### config.mk
export PLATFORM = sky130hd
export DESIGN_NAME = hfoc_ctrl
export DESIGN_NICKNAME = d
export VERILOG_FILES = /design/src/verilog/hfoc_pkg.sv /design/src/verilog/hfoc_ctrl.sv /design/src/verilog/hfoc_postscaler.sv
export SDC_FILE = /design/constraint.sdc
export NUM_CORES = 1
export LEC_CHECK = 0
export ABC_AREA = 1
export BUFFER_PORTS_ARGS = -buffer_cell sky130_fd_sc_hd__buf_4
export CAP_MARGIN = 10
export CORE_MARGIN = 2
export CORE_UTILIZATION = 50
export DETAILED_ROUTE_END_ITERATION = 16
export GPL_TIMING_DRIVEN = 0
export HOLD_SLACK_MARGIN = 0.1
export PLACE_DENSITY = 0.74
export SETUP_SLACK_MARGIN = 0.15
export SLEW_MARGIN = 10
export SYNTH_ARGS = -nofsm -noshare
export SYNTH_HDL_FRONTEND = slang
export SYNTH_SLANG_ARGS = --single-unit
### constraint.sdc
create_clock -name clk_sys -period 1.55 [get_ports clk_sys]
set_input_delay 0.155 -clock clk_sys [delete_from_list [all_inputs] [get_ports clk_sys]]
set_output_delay 0.155 -clock clk_sys [all_outputs]
set_load 0.01 [all_outputs]
### src/verilog/hfoc_pkg.sv
package hfoc_pkg;
   // special-function register address and field layout
   localparam logic [7:0] ADDR_CTRL       = 8'hb2;
   localparam int         BIT_ENABLE      = 7;
   localparam int         BIT_READY       = 6;
   localparam int         BIT_SUSPEND     = 5;
   localparam int         BIT_SYNC_BUSY   = 4;
   localparam int         DIV_LSB         = 0;
   localparam logic [7:0] CTRL_RESET      = 8'hc0;
   localparam logic [1:0] DIV_RESET       = 2'h0;
   localparam logic [1:0] SRC_HF_OSC      = 2'h0;
   // wake-timer clocks that the sync flag may stay busy
   localparam int         SYNC_TIMER_CLKS = 3;
   // oscillator cycles from enable until frequency is steady
   localparam int         SETTLE_CYCLES   = 4;
   // oscillator state
   typedef enum logic [1:0] {
      HFOC_OFF,
      HFOC_SETTLE,
      HFOC_RUN,
      HFOC_SUSPENDED
   } hfoc_mode_t;
endpackage : hfoc_pkg

### src/verilog/hfoc_ctrl.sv
`timescale 1ns/1ps
// Behaviour
// - enable bit 7 runs the oscillator when 1; resets to 1
// - ready flag bit 6 is 1 only while running at programmed frequency
// - writing suspend bit 5 while running at frequency halts oscillator; any wake event restarts it
// - sync flag bit 4 busy up to three timer clocks after non-timer wake
// - bits 3:2 read zero and ignore writes
// - divider field 00/01/10/11 divides by 8/4/2/1; resets 00
// - wake on port 0 match, port 1 match, comparator 0 low, timer 3 overflow
// - processor resumes at next instruction after suspend write
// - scaled oscillator is system clock when source select is 00
module hfoc_ctrl #(
   parameter int SETTLE = hfoc_pkg::SETTLE_CYCLES
) (
   input  wire logic       clk_sys,
   input  wire logic       rst,
   input  wire logic [7:0] sfr_addr,
   input  wire logic       sfr_wr,
   input  wire logic       sfr_rd,
   input  wire logic [7:0] sfr_wdata,
   output logic      [7:0] sfr_rdata,
   input  wire logic [1:0] clock_source_select,
   input  wire logic       port0_match,
   input  wire logic       port1_match,
   input  wire logic       cmp0_enable,
   input  wire logic       cmp0_out,
   input  wire logic       timer3_overflow,
   input  wire logic       wake_timer_tick,
   output logic            hf_osc_run,
   output logic            hf_freq_ready,
   output logic            wake_timer_sync_busy,
   output logic            cpu_stall,
   output logic            system_clock_en
);
   typedef struct packed {
      hfoc_pkg::hfoc_mode_t mode;
      logic                 enable;
      logic [1:0]           divider;
      logic [3:0]           settle_cnt;
      logic [1:0]           sync_cnt;
      logic                 sync_busy;
      logic [7:0]           rdata;
   } hfoc_state_t;

   hfoc_state_t state_reg;
   hfoc_state_t state_next;
   logic        wr_hit;
   logic        any_wake;
   logic        other_wake;
   logic [7:0]  ctrl_view;
   logic        ps_pulse;

   assign wr_hit = sfr_wr && (sfr_addr == hfoc_pkg::ADDR_CTRL);
   // wake sources; comparator counts only while enabled
   assign other_wake = port0_match | port1_match
                     | (cmp0_enable & ~cmp0_out);
   assign any_wake = other_wake | timer3_overflow;

   // register view; bits 3:2 stay zero
   always_comb begin
      ctrl_view = 8'h00;
      ctrl_view[hfoc_pkg::BIT_ENABLE]    = state_reg.enable;
      ctrl_view[hfoc_pkg::BIT_READY]     = (state_reg.mode == hfoc_pkg::HFOC_RUN);
      ctrl_view[hfoc_pkg::BIT_SUSPEND]   =
         (state_reg.mode == hfoc_pkg::HFOC_SUSPENDED);
      ctrl_view[hfoc_pkg::BIT_SYNC_BUSY] = state_reg.sync_busy;
      ctrl_view[hfoc_pkg::DIV_LSB +: 2]  = state_reg.divider;
   end

   // next state: register writes, oscillator mode, sync window
   always_comb begin
      state_next = state_reg;
      state_next.rdata = sfr_rd && (sfr_addr == hfoc_pkg::ADDR_CTRL)
                       ? ctrl_view : 8'h00;
      if (wr_hit) begin
         state_next.enable  = sfr_wdata[hfoc_pkg::BIT_ENABLE];
         state_next.divider = sfr_wdata[hfoc_pkg::DIV_LSB +: 2];
      end
      // sync window counts timer clocks, cleared after three
      if (state_reg.sync_busy && wake_timer_tick) begin
         if (state_reg.sync_cnt == 2'(hfoc_pkg::SYNC_TIMER_CLKS - 1)) begin
            state_next.sync_busy = 1'b0;
            state_next.sync_cnt  = 2'h0;
         end else begin
            state_next.sync_cnt = state_reg.sync_cnt + 2'h1;
         end
      end
      case (state_reg.mode)
         hfoc_pkg::HFOC_OFF: begin
            if (state_next.enable) begin
               state_next.mode       = hfoc_pkg::HFOC_SETTLE;
               state_next.settle_cnt = 4'h0;
            end
         end
         hfoc_pkg::HFOC_SETTLE: begin
            if (!state_next.enable) begin
               state_next.mode = hfoc_pkg::HFOC_OFF;
            end else if (state_reg.settle_cnt == 4'(SETTLE - 1)) begin
               state_next.mode = hfoc_pkg::HFOC_RUN;
            end else begin
               state_next.settle_cnt = state_reg.settle_cnt + 4'h1;
            end
         end
         hfoc_pkg::HFOC_RUN: begin
            if (!state_next.enable) begin
               state_next.mode = hfoc_pkg::HFOC_OFF;
            end else if (wr_hit && sfr_wdata[hfoc_pkg::BIT_SUSPEND]) begin
               state_next.mode = hfoc_pkg::HFOC_SUSPENDED;
            end
         end
         hfoc_pkg::HFOC_SUSPENDED: begin
            // only wake events leave suspend; no clock reaches software
            if (any_wake) begin
               state_next.mode       = hfoc_pkg::HFOC_SETTLE;
               state_next.settle_cnt = 4'h0;
               if (!timer3_overflow) begin
                  state_next.sync_busy = 1'b1;
                  state_next.sync_cnt  = 2'h0;
               end
            end
         end
         default: state_next.mode = hfoc_pkg::HFOC_OFF;
      endcase
   end

   always_ff @(posedge clk_sys) begin
      if (rst) begin
         state_reg.mode       <= hfoc_pkg::HFOC_RUN;
         state_reg.enable     <= hfoc_pkg::CTRL_RESET[hfoc_pkg::BIT_ENABLE];
         state_reg.divider    <= hfoc_pkg::DIV_RESET;
         state_reg.settle_cnt <= 4'h0;
         state_reg.sync_cnt   <= 2'h0;
         state_reg.sync_busy  <= 1'b0;
         state_reg.rdata      <= 8'h00;
      end else begin
         state_reg <= state_next;
      end
   end

   hfoc_postscaler u_postscaler (
      .clk_sys     (clk_sys),
      .rst         (rst),
      .run         (hf_osc_run),
      .divider_sel (state_reg.divider),
      .clk_pulse   (ps_pulse)
   );

   assign sfr_rdata            = state_reg.rdata;
   assign hf_osc_run           = (state_reg.mode == hfoc_pkg::HFOC_SETTLE)
                               | (state_reg.mode == hfoc_pkg::HFOC_RUN);
   assign hf_freq_ready        = (state_reg.mode == hfoc_pkg::HFOC_RUN);
   assign wake_timer_sync_busy = state_reg.sync_busy;
   // cpu holds its place; released once the mode is back at HFOC_RUN after the wake and settling
   assign cpu_stall            = (state_reg.mode != hfoc_pkg::HFOC_RUN)
                               && (clock_source_select ==
                                   hfoc_pkg::SRC_HF_OSC);
   // gating with source select keeps other sources untouched
   assign system_clock_en      = ps_pulse && (clock_source_select ==
                                   hfoc_pkg::SRC_HF_OSC);
endmodule : hfoc_ctrl

### src/verilog/hfoc_postscaler.sv
`timescale 1ns/1ps
// divides the oscillator by 8, 4, 2 or 1 as an enable pulse train
module hfoc_postscaler (
   input  wire logic       clk_sys,
   input  wire logic       rst,
   input  wire logic       run,
   input  wire logic [1:0] divider_sel,
   output logic            clk_pulse
);
   typedef struct packed {
      logic [2:0] cnt;
      logic       pulse;
   } hfoc_ps_t;

   hfoc_ps_t state_reg;
   hfoc_ps_t state_next;

   // terminal count per encoding: 00->7, 01->3, 10->1, 11->0
   function automatic logic [2:0] hfoc_term(input logic [1:0] sel);
      case (sel)
         2'h0:    hfoc_term = 3'h7;
         2'h1:    hfoc_term = 3'h3;
         2'h2:    hfoc_term = 3'h1;
         default: hfoc_term = 3'h0;
      endcase
   endfunction : hfoc_term

   // counter freezes while stopped so no pulse leaks out
   always_comb begin
      state_next = state_reg;
      state_next.pulse = 1'b0;
      if (run) begin
         if (state_reg.cnt >= hfoc_term(divider_sel)) begin
            state_next.cnt   = 3'h0;
            state_next.pulse = 1'b1;
         end else begin
            state_next.cnt = state_reg.cnt + 3'h1;
         end
      end
   end

   always_ff @(posedge clk_sys) begin
      if (rst) begin
         state_reg <= '0;
      end else begin
         state_reg <= state_next;
      end
   end

   assign clk_pulse = state_reg.pulse;
endmodule : hfoc_postscaler
==> results of run 1 <==
==> power by group through the flow <==
| stage | Clock (mW) | Sequential, mW | Combinational [mW] |
|---|---|---|---|
| detailed placement | 0 | 0.731 | 0.800 |
| global placement | 0 | 0.723 | 0.767 |
| floorplan | 0 | 0.716 | 0.575 |
| CTS | 0.323 | 0.741 | 0.971 |
| global route | 0.341 | 0.756 | 1.27 |
| finish | 0.320 | 0.748 | 1.15 |
==> layer usage <==
metal / wire (µm) / part of all wire (%) / track usage (%)
met3: 157 / 5.5 / 2.688
met1: 1170 / 41 / 20.17
met2: 1525 / 53 / 39.09
met4: 19 / 0.66 / 6.098
met5: 0 / 0 / 0
==> what timing repair did <==
| action | in CTS | in global routing |
|---|---|---|
| gates resized for setup | 25 | 8 |
| setup buffers | 1 | 6 |
| hold buffers | 1 | 0 |
| pin swaps | 6 | 10 |
| gates cloned | 0 | 0 |
| endpoints found under the hold margin | 5 | 0 |
| setup endpoints to repair | 11 | 11 |
==> stage by stage <==
| stage | setup slack (ns) | hold slack, ns |
|---|---|---|
| finish | 0.1399 | 0.1070 |
| global route | 0.1073 | 0.1353 |
| CTS | 0.1485 | 0.1121 |
| detailed placement | -0.01954 | 0.3660 |
| global placement | 0.04524 | 0.3609 |
| floorplan | 0.1729 | 0.2241 |
==> placed cells by master (no fill, tap or decap), types with 2 or more instances in the layout <==
| cell type | Yosys | final |
|---|---|---|
| nor2_4 | 4 | 4 |
| nor3_2 | 0 | 2 |
| nand3_1 | 10 | 9 |
| nand2_4 | 4 | 5 |
| nor2_1 | 19 | 19 |
| nand2_2 | 1 | 3 |
| dfxtp_1 | 22 | 18 |
| nor3_1 | 5 | 3 |
| clkbuf_4 | 0 | 3 |
| ha_4 | 0 | 5 |
| nand2_1 | 30 | 27 |
| o21ai_0 | 9 | 9 |
| a21oi_1 | 10 | 8 |
| a21oi_2 | 0 | 2 |
| dfxtp_2 | 0 | 2 |
| ha_1 | 10 | 5 |
| nand4_1 | 3 | 3 |
| buf_12 | 0 | 2 |
| inv_1 | 24 | 17 |
| buf_4 | 8 | 47 |
| dfxtp_4 | 0 | 2 |
| conb_1 | 1 | 2 |
| inv_2 | 3 | 9 |
==> worst max-delay path: stages, from the launching register on <==
cell and delay (ns):
dfxtp_4 0.39, buf_12 0.13, ha_4 0.17, nor3_2 0.11
buf_4 0.14
==> how the worst max path moves through the flow <==
stage / startpoint / end / slack [ns] / cells past startpoint
global route: state_reg[19] / cpu_stall / 0.11 / 4
global placement: state_reg[19] / state_reg[12] / 0.05 / 10
CTS: state_reg[19] / state_reg[12] / 0.15 / 9
detailed placement: state_reg[19] / state_reg[12] / -0.02 / 10
finish: state_reg[19] / cpu_stall / 0.14 / 4
floorplan: state_reg[19] / state_reg[12] / 0.17 / 10
==> layout make-up <==
type                    count  area [µm²]  area share, %
plain buffers               9       63.81          3.465
clock buffers               4       36.28          1.970
inverters                  28       107.6          5.842
multi-input cells         117       803.3          43.61
flip-flops and latches     22       450.4          24.46
well taps                  30       37.54          2.038
repair buffers             42       342.8          18.61
==> logic make-up (layout without fill, tap and decap cells) <==
group	after synthesis	after routing
AND/OR/NAND/NOR	82	82
adder cells (fa/ha/maj)	10	10
flip-flops	22	22
other	1	2
buffers and inverters	37	83
AO/OA/AOI/OAI	21	21
XOR/XNOR	2	2
==> key figures, run 1 <==
Placement
  • Placed Cells: 240
  • GPL Wtd Cong: 0.7767
  • Post-DP Area: 1599 µm²
  • IO Port Bufs: 34
  • DP HPWL: 2026 µm

Final layout
  • Layout fillers: 197
  • Fin cells: 252
  • Post-layout nets: 261
  • P&R area growth vs syn: 41.40%
  • Post-route cell area: 1842 µm²
  • Final core occ: 74.34%
  • Share of layout cells above drive strength 1: 42.34%
  • Max FFs per register: 8
  • # diodes: 0

Synthesis
  • Largest family of logic cells by synthesized area: simple AND/OR/NAND/NOR gates
  • Adder-cell area share of the yosys netlist: 9.606%
  • Mux cell area share after synthesis: 0%
  • Top-count cell post-synth: nand2_1
  • Number of synthesized flops with an enable pin: 0
  • Compound-Gate Fraction of Synth Area: 8.453%
  • Post-synth top flop: dfxtp_1
  • Synth top cells by count: 30 x nand2_1, 24 x inv_1, 22 x dfxtp_1, 19 x nor2_1
  • Simple-gate area share of the yosys netlist: 33.53%
  • Yosys Warn Count: 0
  • Cells after Synth: 175
  • Avg Cell Area, Syn: 7.443 µm²
  • Synth async-reset ratio: 0%
  • Seq/Total Area, Yosys: 33.81%
  • Synth Area in XOR/XNOR: 1.345%
  • Top cells by area, synth: dfxtp_1 34%, ha_1 9.6%, nand2_1 8.6%
  • Post-synthesis register bit count: 22
  • Top cell type's share of synthesized area: 33.81%
  • Synth cell types: 27
  • Synth area leader: dfxtp_1
  • Mapped Area: 1302 µm²

Critical path
  • WP data arrival: 1.26 ns
  • Worst R2R End: state_reg[12]
  • CP Data Required Time: 1.39 ns
  • Worst reg-to-reg path cell count: 9
  • Critical path endpoint category: primary output
  • Maximum fanout along the worst path: 6
  • Reg2reg start: state_reg[19]
  • R2R Setup Slk: 0.18 ns
  • Crit start category: flop
  • Crit Path Class: flop to primary output

Clock network
  • H-tree levels: 1
  • Maximum root-to-sink buffer count: 2
  • CTS root buf: clkbuf_4
  • Clock Latency Late Sink: 0.31 ns
  • CTS tree: built
  • Clock sinks: 22
  • Total CTS buffers: 3
  • Clock transition at path regs: 0.13 ns

Pwr
  • PD cells: 1205 nW/µm²
  • Maximum VDD drop: 1.406 mV
  • Sw Share: 38.20%
  • Gate power share: 51.9%
  • Clock share of power: 14.4%
  • Net switching power figure: 0.8476 mW
  • Final total power: 2.219 mW
  • Internal power: 1.371 mW
  • Power share of the sequential group: 33.7%
  • Pleak: 0.8836 nW

Floorplan
  • Die Span Y: 55.04 µm
  • Initial Utilization: 52.58%
  • Core area: 2477 µm²
  • Num ports: 41
  • Row count: 18
  • Die area: 3029 µm²
  • Die X: 55.04 µm

Status
  • Outcome: complete, no violations

Worst hold path
  • Worst Hold Class: input pin to flop
  • Hold endpoint: wake_timer_sync_busy
  • Worst Hold Depth: 4
  • Hold path startpoint: timer3_overflow

Routing
  • DRT Wirelength: 2872 µm
  • Drt first pass iters: 4
  • Routed Antenna Nets: 0
  • Drc violations: 0
  • Via density: 4.944
  • Detailed router's first-iteration violation count: 15
  • Routed vias: 1246
  • Avg WL per Cell: 11.40 µm

Timing
  • Fmax: 709.2 MHz
  • Final setup viols: 0
  • Final period utilization: 90.97%
  • Fin. Hold Viols: 0
  • RSZ-0062 raised after global routing: yes
  • Max Transition Viols Final: 0
  • Final min period: 1.410 ns
  • Setup TNS: 0 ns
  • Clock Skew: 0.008465 ns

Global route
  • First-pass GRT wire length: 4222 µm
  • Initial antenna violation count: 0
  • Largest net degree at the start of global routing: 13
  • Total gr overflow: 0
  • Vias in the first global route: 1114
  • GRT Total Usage: 19.38%

Flow run
  • Max cap viols: 0
No activity file was read; power rests on OpenSTA's default activity.
==> run 2, diff against run 1 <==
- GPL_ROUTABILITY_DRIVEN: not set -> 0
- GPL_TIMING_DRIVEN: 0 -> not set
==> run 2 against run 1 <==
Against the previous run: clock-buffer cell count unchanged; die area unchanged; clock skew down 0.0062 ns; power down 2.5%; final cell count down 2.8%; wire length up 1.4%; via count down 2.5%; utilization down 1.6 points; register-to-register slack worse by 0.02 ns; design area down 2.2%; highest routed layer unchanged.
==> key figures, run 2 (synthesis gave the netlist of run 1 again) <==
Clock network
  • CTS tree: built
  • Clock sinks: 22
  • Clock transition at path regs: 0.13 ns
  • CTS root buf: clkbuf_4
  • H-tree levels: 1
  • Total CTS buffers: 3
  • Maximum root-to-sink buffer count: 2
  • Clock Latency Late Sink: 0.32 ns

Critical path
  • CP Data Required Time: 1.39 ns
  • WP data arrival: 1.26 ns
  • Worst reg-to-reg path cell count: 8
  • Critical Path Start: state_reg[19]
  • R2R Setup Slk: 0.16 ns
  • Critical path endpoint category: primary output
  • Crit start category: flop
  • Crit Path Class: flop to primary output
  • CP endpoint: cpu_stall
  • Worst R2R End: state_reg[14]
  • Reg2reg start: state_reg[11]
  • Maximum fanout along the worst path: 6

Global route
  • Met1 Usage GRT: 20.13%
  • First-pass GRT wire length: 4022 µm
  • GR Util met3: 2.419%
  • Gr busiest metal: met2
  • Initial antenna violation count: 0
  • Met2 Usage GRT: 35.12%
  • Vias in the first global route: 1035
  • GRT Total Usage: 18.46%
  • Total gr overflow: 0
  • Largest net degree at the start of global routing: 13

Timing
  • RSZ-0062 raised after global routing: yes
  • Fmax: 708.0 MHz
  • Final min period: 1.412 ns
  • Clock Skew: 0.002228 ns
  • Max Transition Viols Final: 0
  • Setup TNS: 0 ns
  • Final setup viols: 0
  • Fin. Hold Viols: 0
  • Final period utilization: 91.12%

Status
  • Outcome: complete, no violations

Routing
  • Routed Antenna Nets: 0
  • Avg WL per Cell: 11.89 µm
  • Via density: 4.959
  • DRT Wirelength: 2912 µm
  • Drt first pass iters: 4
  • Routed vias: 1215
  • Detailed router's first-iteration violation count: 22
  • Drc violations: 0

Floorplan
  • Row count: 18
  • Die area: 3029 µm²
  • Die Span Y: 55.04 µm
  • Num ports: 41
  • Die X: 55.04 µm
  • Core area: 2477 µm²
  • Initial Utilization: 52.58%

Pwr
  • Clock share of power: 15.3%
  • Net switching power figure: 0.8371 mW
  • PD cells: 1201 nW/µm²
  • Maximum VDD drop: 0.8607 mV
  • Pleak: 0.8391 nW
  • Internal power: 1.326 mW
  • Gate power share: 49.6%
  • Power share of the sequential group: 35.1%
  • Final total power: 2.163 mW
  • Sw Share: 38.70%

Final layout
  • Layout fillers: 187
  • Commonest non-fill, non-tap cell in the layout: buf_4
  • Final core occ: 72.73%
  • Post-route cell area: 1802 µm²
  • # diodes: 0
  • Most frequent cells in the layout: 43 x buf_4, 26 x nand2_1, 18 x nor2_1, 18 x dfxtp_1, 17 x inv_1
  • P&R area growth vs syn: 38.33%
  • Post-layout nets: 254
  • Share of layout cells above drive strength 1: 43.26%
  • Max FFs per register: 8

Worst hold path
  • Worst Hold Depth: 3
  • Worst Hold Class: input pin to flop

Placement
  • Post-DP Area: 1543 µm²
  • DP HPWL: 1992 µm
  • IO Port Bufs: 34

Flow run
  • Max cap viols: 0
-- run 2: cell types whose count changed in the layout (fill, tap and decap cells not counted), sizes merged --
cell	delta
buf	-6
clkbuf	-1
-- run 2: power by group through the flow --
stage	combinational, mW	sequential, mW	clock, mW
floorplan	0.575	0.716	0
global placement	0.771	0.722	0
detailed placement	0.804	0.728	0
CTS	0.917	0.745	0.335
global route	1.22	0.771	0.345
finish	1.07	0.759	0.332
-- run 2: worst min-delay path by stage --
stage,slack [ns],to,from
6_report,0.13,ctrl_view[1],sfr_wdata[1]
5_1_grt,0.16,wake_timer_sync_busy,timer3_overflow
4_1_cts,0.12,ctrl_view[1],sfr_wdata[1]
3_5_place_dp,0.37,wake_timer_sync_busy,rst
3_3_place_gp,0.36,state_reg[14],rst
2_1_floorplan,0.22,state_reg[13],rst
-- run 2: final cells by class --
cell class	count	area [µm²]	share of cell area (%)
timing repair buffer	44	332.8	18.47
tap	30	37.54	2.083
inverter	28	115.1	6.389
clock buffer	4	36.28	2.014
sequential	22	450.4	25.00
multi-input combinational	117	829.5	46.04
-- run 2: routing by layer --
| layer | routed length (µm) | up-vias |
|---|---|---|
| met5 | 0 | - |
| met3 | 181 | 5 |
| met1 | 1207 | 545 |
| met2 | 1483 | 39 |
| li1 | - | 626 |
| met4 | 39 | 0 |
-- run 2: repair_timing --
item                                   in CTS  in global routing
buffers inserted                            1                  7
resized for setup                          21                 19
pin swaps                                   2                 13
hold buffers                                1                  0
setup endpoints to repair                  11                 11
endpoints found under the hold margin       5                  0
-- run 2: through the flow --
step                setup WS, ns  instances  hold WS [ns]
finish                    0.1376        245        0.1319
global route             0.07281        245        0.1577
CTS                       0.1236        238        0.1221
detailed placement       0.02925        232        0.3697
global placement         0.09513        232        0.3615
floorplan                 0.1729        176        0.2241
-- run 2: worst max-delay path, cell delays in order, from the launching register on --
cell and delay [ns]:
dfxtp_4 0.40, buf_4 0.14, ha_4 0.17, nor3_2 0.10, buf_4 0.14
==> run 3, diff against run 2 <==
- CELL_PAD_IN_SITES_DETAIL_PLACEMENT: not set -> 2
- CELL_PAD_IN_SITES_GLOBAL_PLACEMENT: not set -> 2
- CORE_UTILIZATION: 50 -> 27
==> run 3 against run 2 <==
Against the previous run: via count rose by 4.0%; clock-buffer cell count fell by 1; wire length rose by 37%; first-iteration DRC count fell by 4.5%; power rose by 11%; worst setup slack improved by 0.0062 ns; register-to-register slack got worse by 0.02 ns; clock skew rose by 0.0014 ns; critical path type is now flop to flop; largest power group unchanged.
==> key figures, run 3 (synthesis gave the netlist of run 1 again) <==
Status
  • Outcome: complete, no violations

Timing
  • Clock Skew: 0.003631 ns
  • Hold WS: 0.1769 ns
  • Final period utilization: 90.72%
  • Fmax: 711.1 MHz
  • Setup TNS: 0 ns
  • Final min period: 1.406 ns
  • Max Transition Viols Final: 0
  • Final setup viols: 0
  • Fin. Hold Viols: 0
  • RSZ-0062 raised after global routing: yes

Floorplan
  • Core area: 4692 µm²
  • Row count: 25
  • Die Span Y: 73.46 µm
  • Die area: 5396 µm²
  • Die X: 73.46 µm
  • Num ports: 41
  • Initial Utilization: 27.76%

Placement
  • IO Port Bufs: 34
  • DP HPWL: 3038 µm
  • Placed Cells: 258

Final layout
  • Layout fillers: 542
  • Sequential Area: 451.7 µm²
  • Fin cells: 268
  • Area of the multi-input gates: 832.0 µm²
  • P&R area growth vs syn: 42.84%
  • Most frequent cells in the layout: 42 x buf_4, 23 x nand2_1, 17 x inv_1, 17 x dfxtp_1, 16 x nor2_1
  • Max FFs per register: 8
  • Share of layout cells above drive strength 1: 46.73%
  • # diodes: 0
  • Commonest non-fill, non-tap cell in the layout: buf_4
  • Post-layout nets: 253

Global route
  • Largest net degree at the start of global routing: 14
  • First-pass GRT wire length: 6472 µm
  • GRT Total Usage: 15.57%
  • Initial antenna violation count: 0
  • Vias in the first global route: 1392
  • Total gr overflow: 0

Clock network
  • Clock transition at path regs: 0.09 ns
  • CTS root buf: clkbuf_8
  • H-tree levels: 1
  • Maximum root-to-sink buffer count: 2
  • Clock sinks: 22
  • Clock Latency Late Sink: 0.27 ns
  • CTS tree: built
  • Total CTS buffers: 3

Routing
  • Routed vias: 1263
  • Drc violations: 0
  • Detailed router's first-iteration violation count: 21
  • Routed Antenna Nets: 0
  • Via density: 4.713
  • DRT Wirelength: 3988 µm
  • Avg WL per Cell: 14.88 µm
  • Drt first pass iters: 2

Critical path
  • Critical path endpoint category: flop
  • CP Data Required Time: 1.72 ns
  • WP data arrival: 1.57 ns
  • Crit start category: flop
  • Crit Path Class: flop to flop
  • Maximum fanout along the worst path: 4

Pwr
  • Final total power: 2.405 mW
  • Pleak: 0.8530 nW
  • PD cells: 1293 nW/µm²
  • Maximum VDD drop: 0.5033 mV

Worst hold path
  • Worst Hold Class: input pin to flop

Flow run
  • Max cap viols: 0
==> run 3: cell count changes in the layout (fill, tap and decap cells not counted), moves of 2 or more <==
cell / delta
o21ai_1: +2
a21oi_1: -2
clkbuf_4: -3
nor2_2: +2
ha_4: -2
nand2_2: +3
o21ai_0: -2
clkbuf_8: +2
nand2_1: -3
nor2_1: -2
a21oi_2: +2
==> run 3: routing by layer <==
metal / up-vias / wire length [µm] / GRT usage [%]
met4: 0 / 20 / 2.424
met3: 2 / 104 / 3.292
met2: 15 / 2304 / 30.75
met5: - / 0 / 0
li1: 622 / - / -
met1: 624 / 1559 / 16.99
==> run 3: timing repair <==
| item | CTS | global route |
|---|---|---|
| setup buffers | 3 | 2 |
| endpoints found under the hold margin | 1 | 0 |
| resized for setup | 30 | 19 |
| endpoints found under the setup margin | 13 | 13 |
| pin swaps | 7 | 13 |
| hold buffers | 1 | 0 |
==> run 3: worst paths after layout <==
kind                             startpoint                         to  slack (ns)  cells after the start
setup / recovery              state_reg[11]              state_reg[12]        0.14                      9
hold reg to reg   u_postscaler.state_reg[1]  u_postscaler.state_reg[1]        0.49                      2
hold / removal              timer3_overflow       wake_timer_sync_busy        0.18                      4
setup reg to reg              state_reg[11]              state_reg[12]        0.14                      9
==> run 3: metrics by stage <==
stage	cell area (µm²)	setup slack (ns)	util, %
floorplan	1306	0.1729	-
CTS	1785	0.1405	38.05
finish	1861	0.1438	39.65
global placement	1588	0.08664	33.84
global route	1861	0.05070	39.65
detailed placement	1588	-0.06195	33.84
==> run 3: report_power, final <==
group	internal (mW)	total [mW]	switching, mW
logic	0.496	1.10	0.602
registers	0.661	0.760	0.0991
clock network	0.345	0.547	0.202
==> run 3: worst max-delay path, cell delays in order (launching register included) <==
cell and delay [ns]:
dfxtp_1 0.34, ha_1 0.25, nand2_1 0.15, o21bai_4 0.07, inv_2 0.09, nand3_2 0.08
nor2_4 0.16, nand2_2 0.08, nand2_1 0.06, nor2_1 0.03
==> run 3: layout make-up <==
cell class,count,area share [%]
Tap cell,54,3.631
Sequential cell,22,24.28
Inverter,28,6.052
Clock inverter,1,1.614
Clock buffer,3,2.219
Multi-Input combinational cell,117,44.72
Timing Repair Buffer,43,17.48
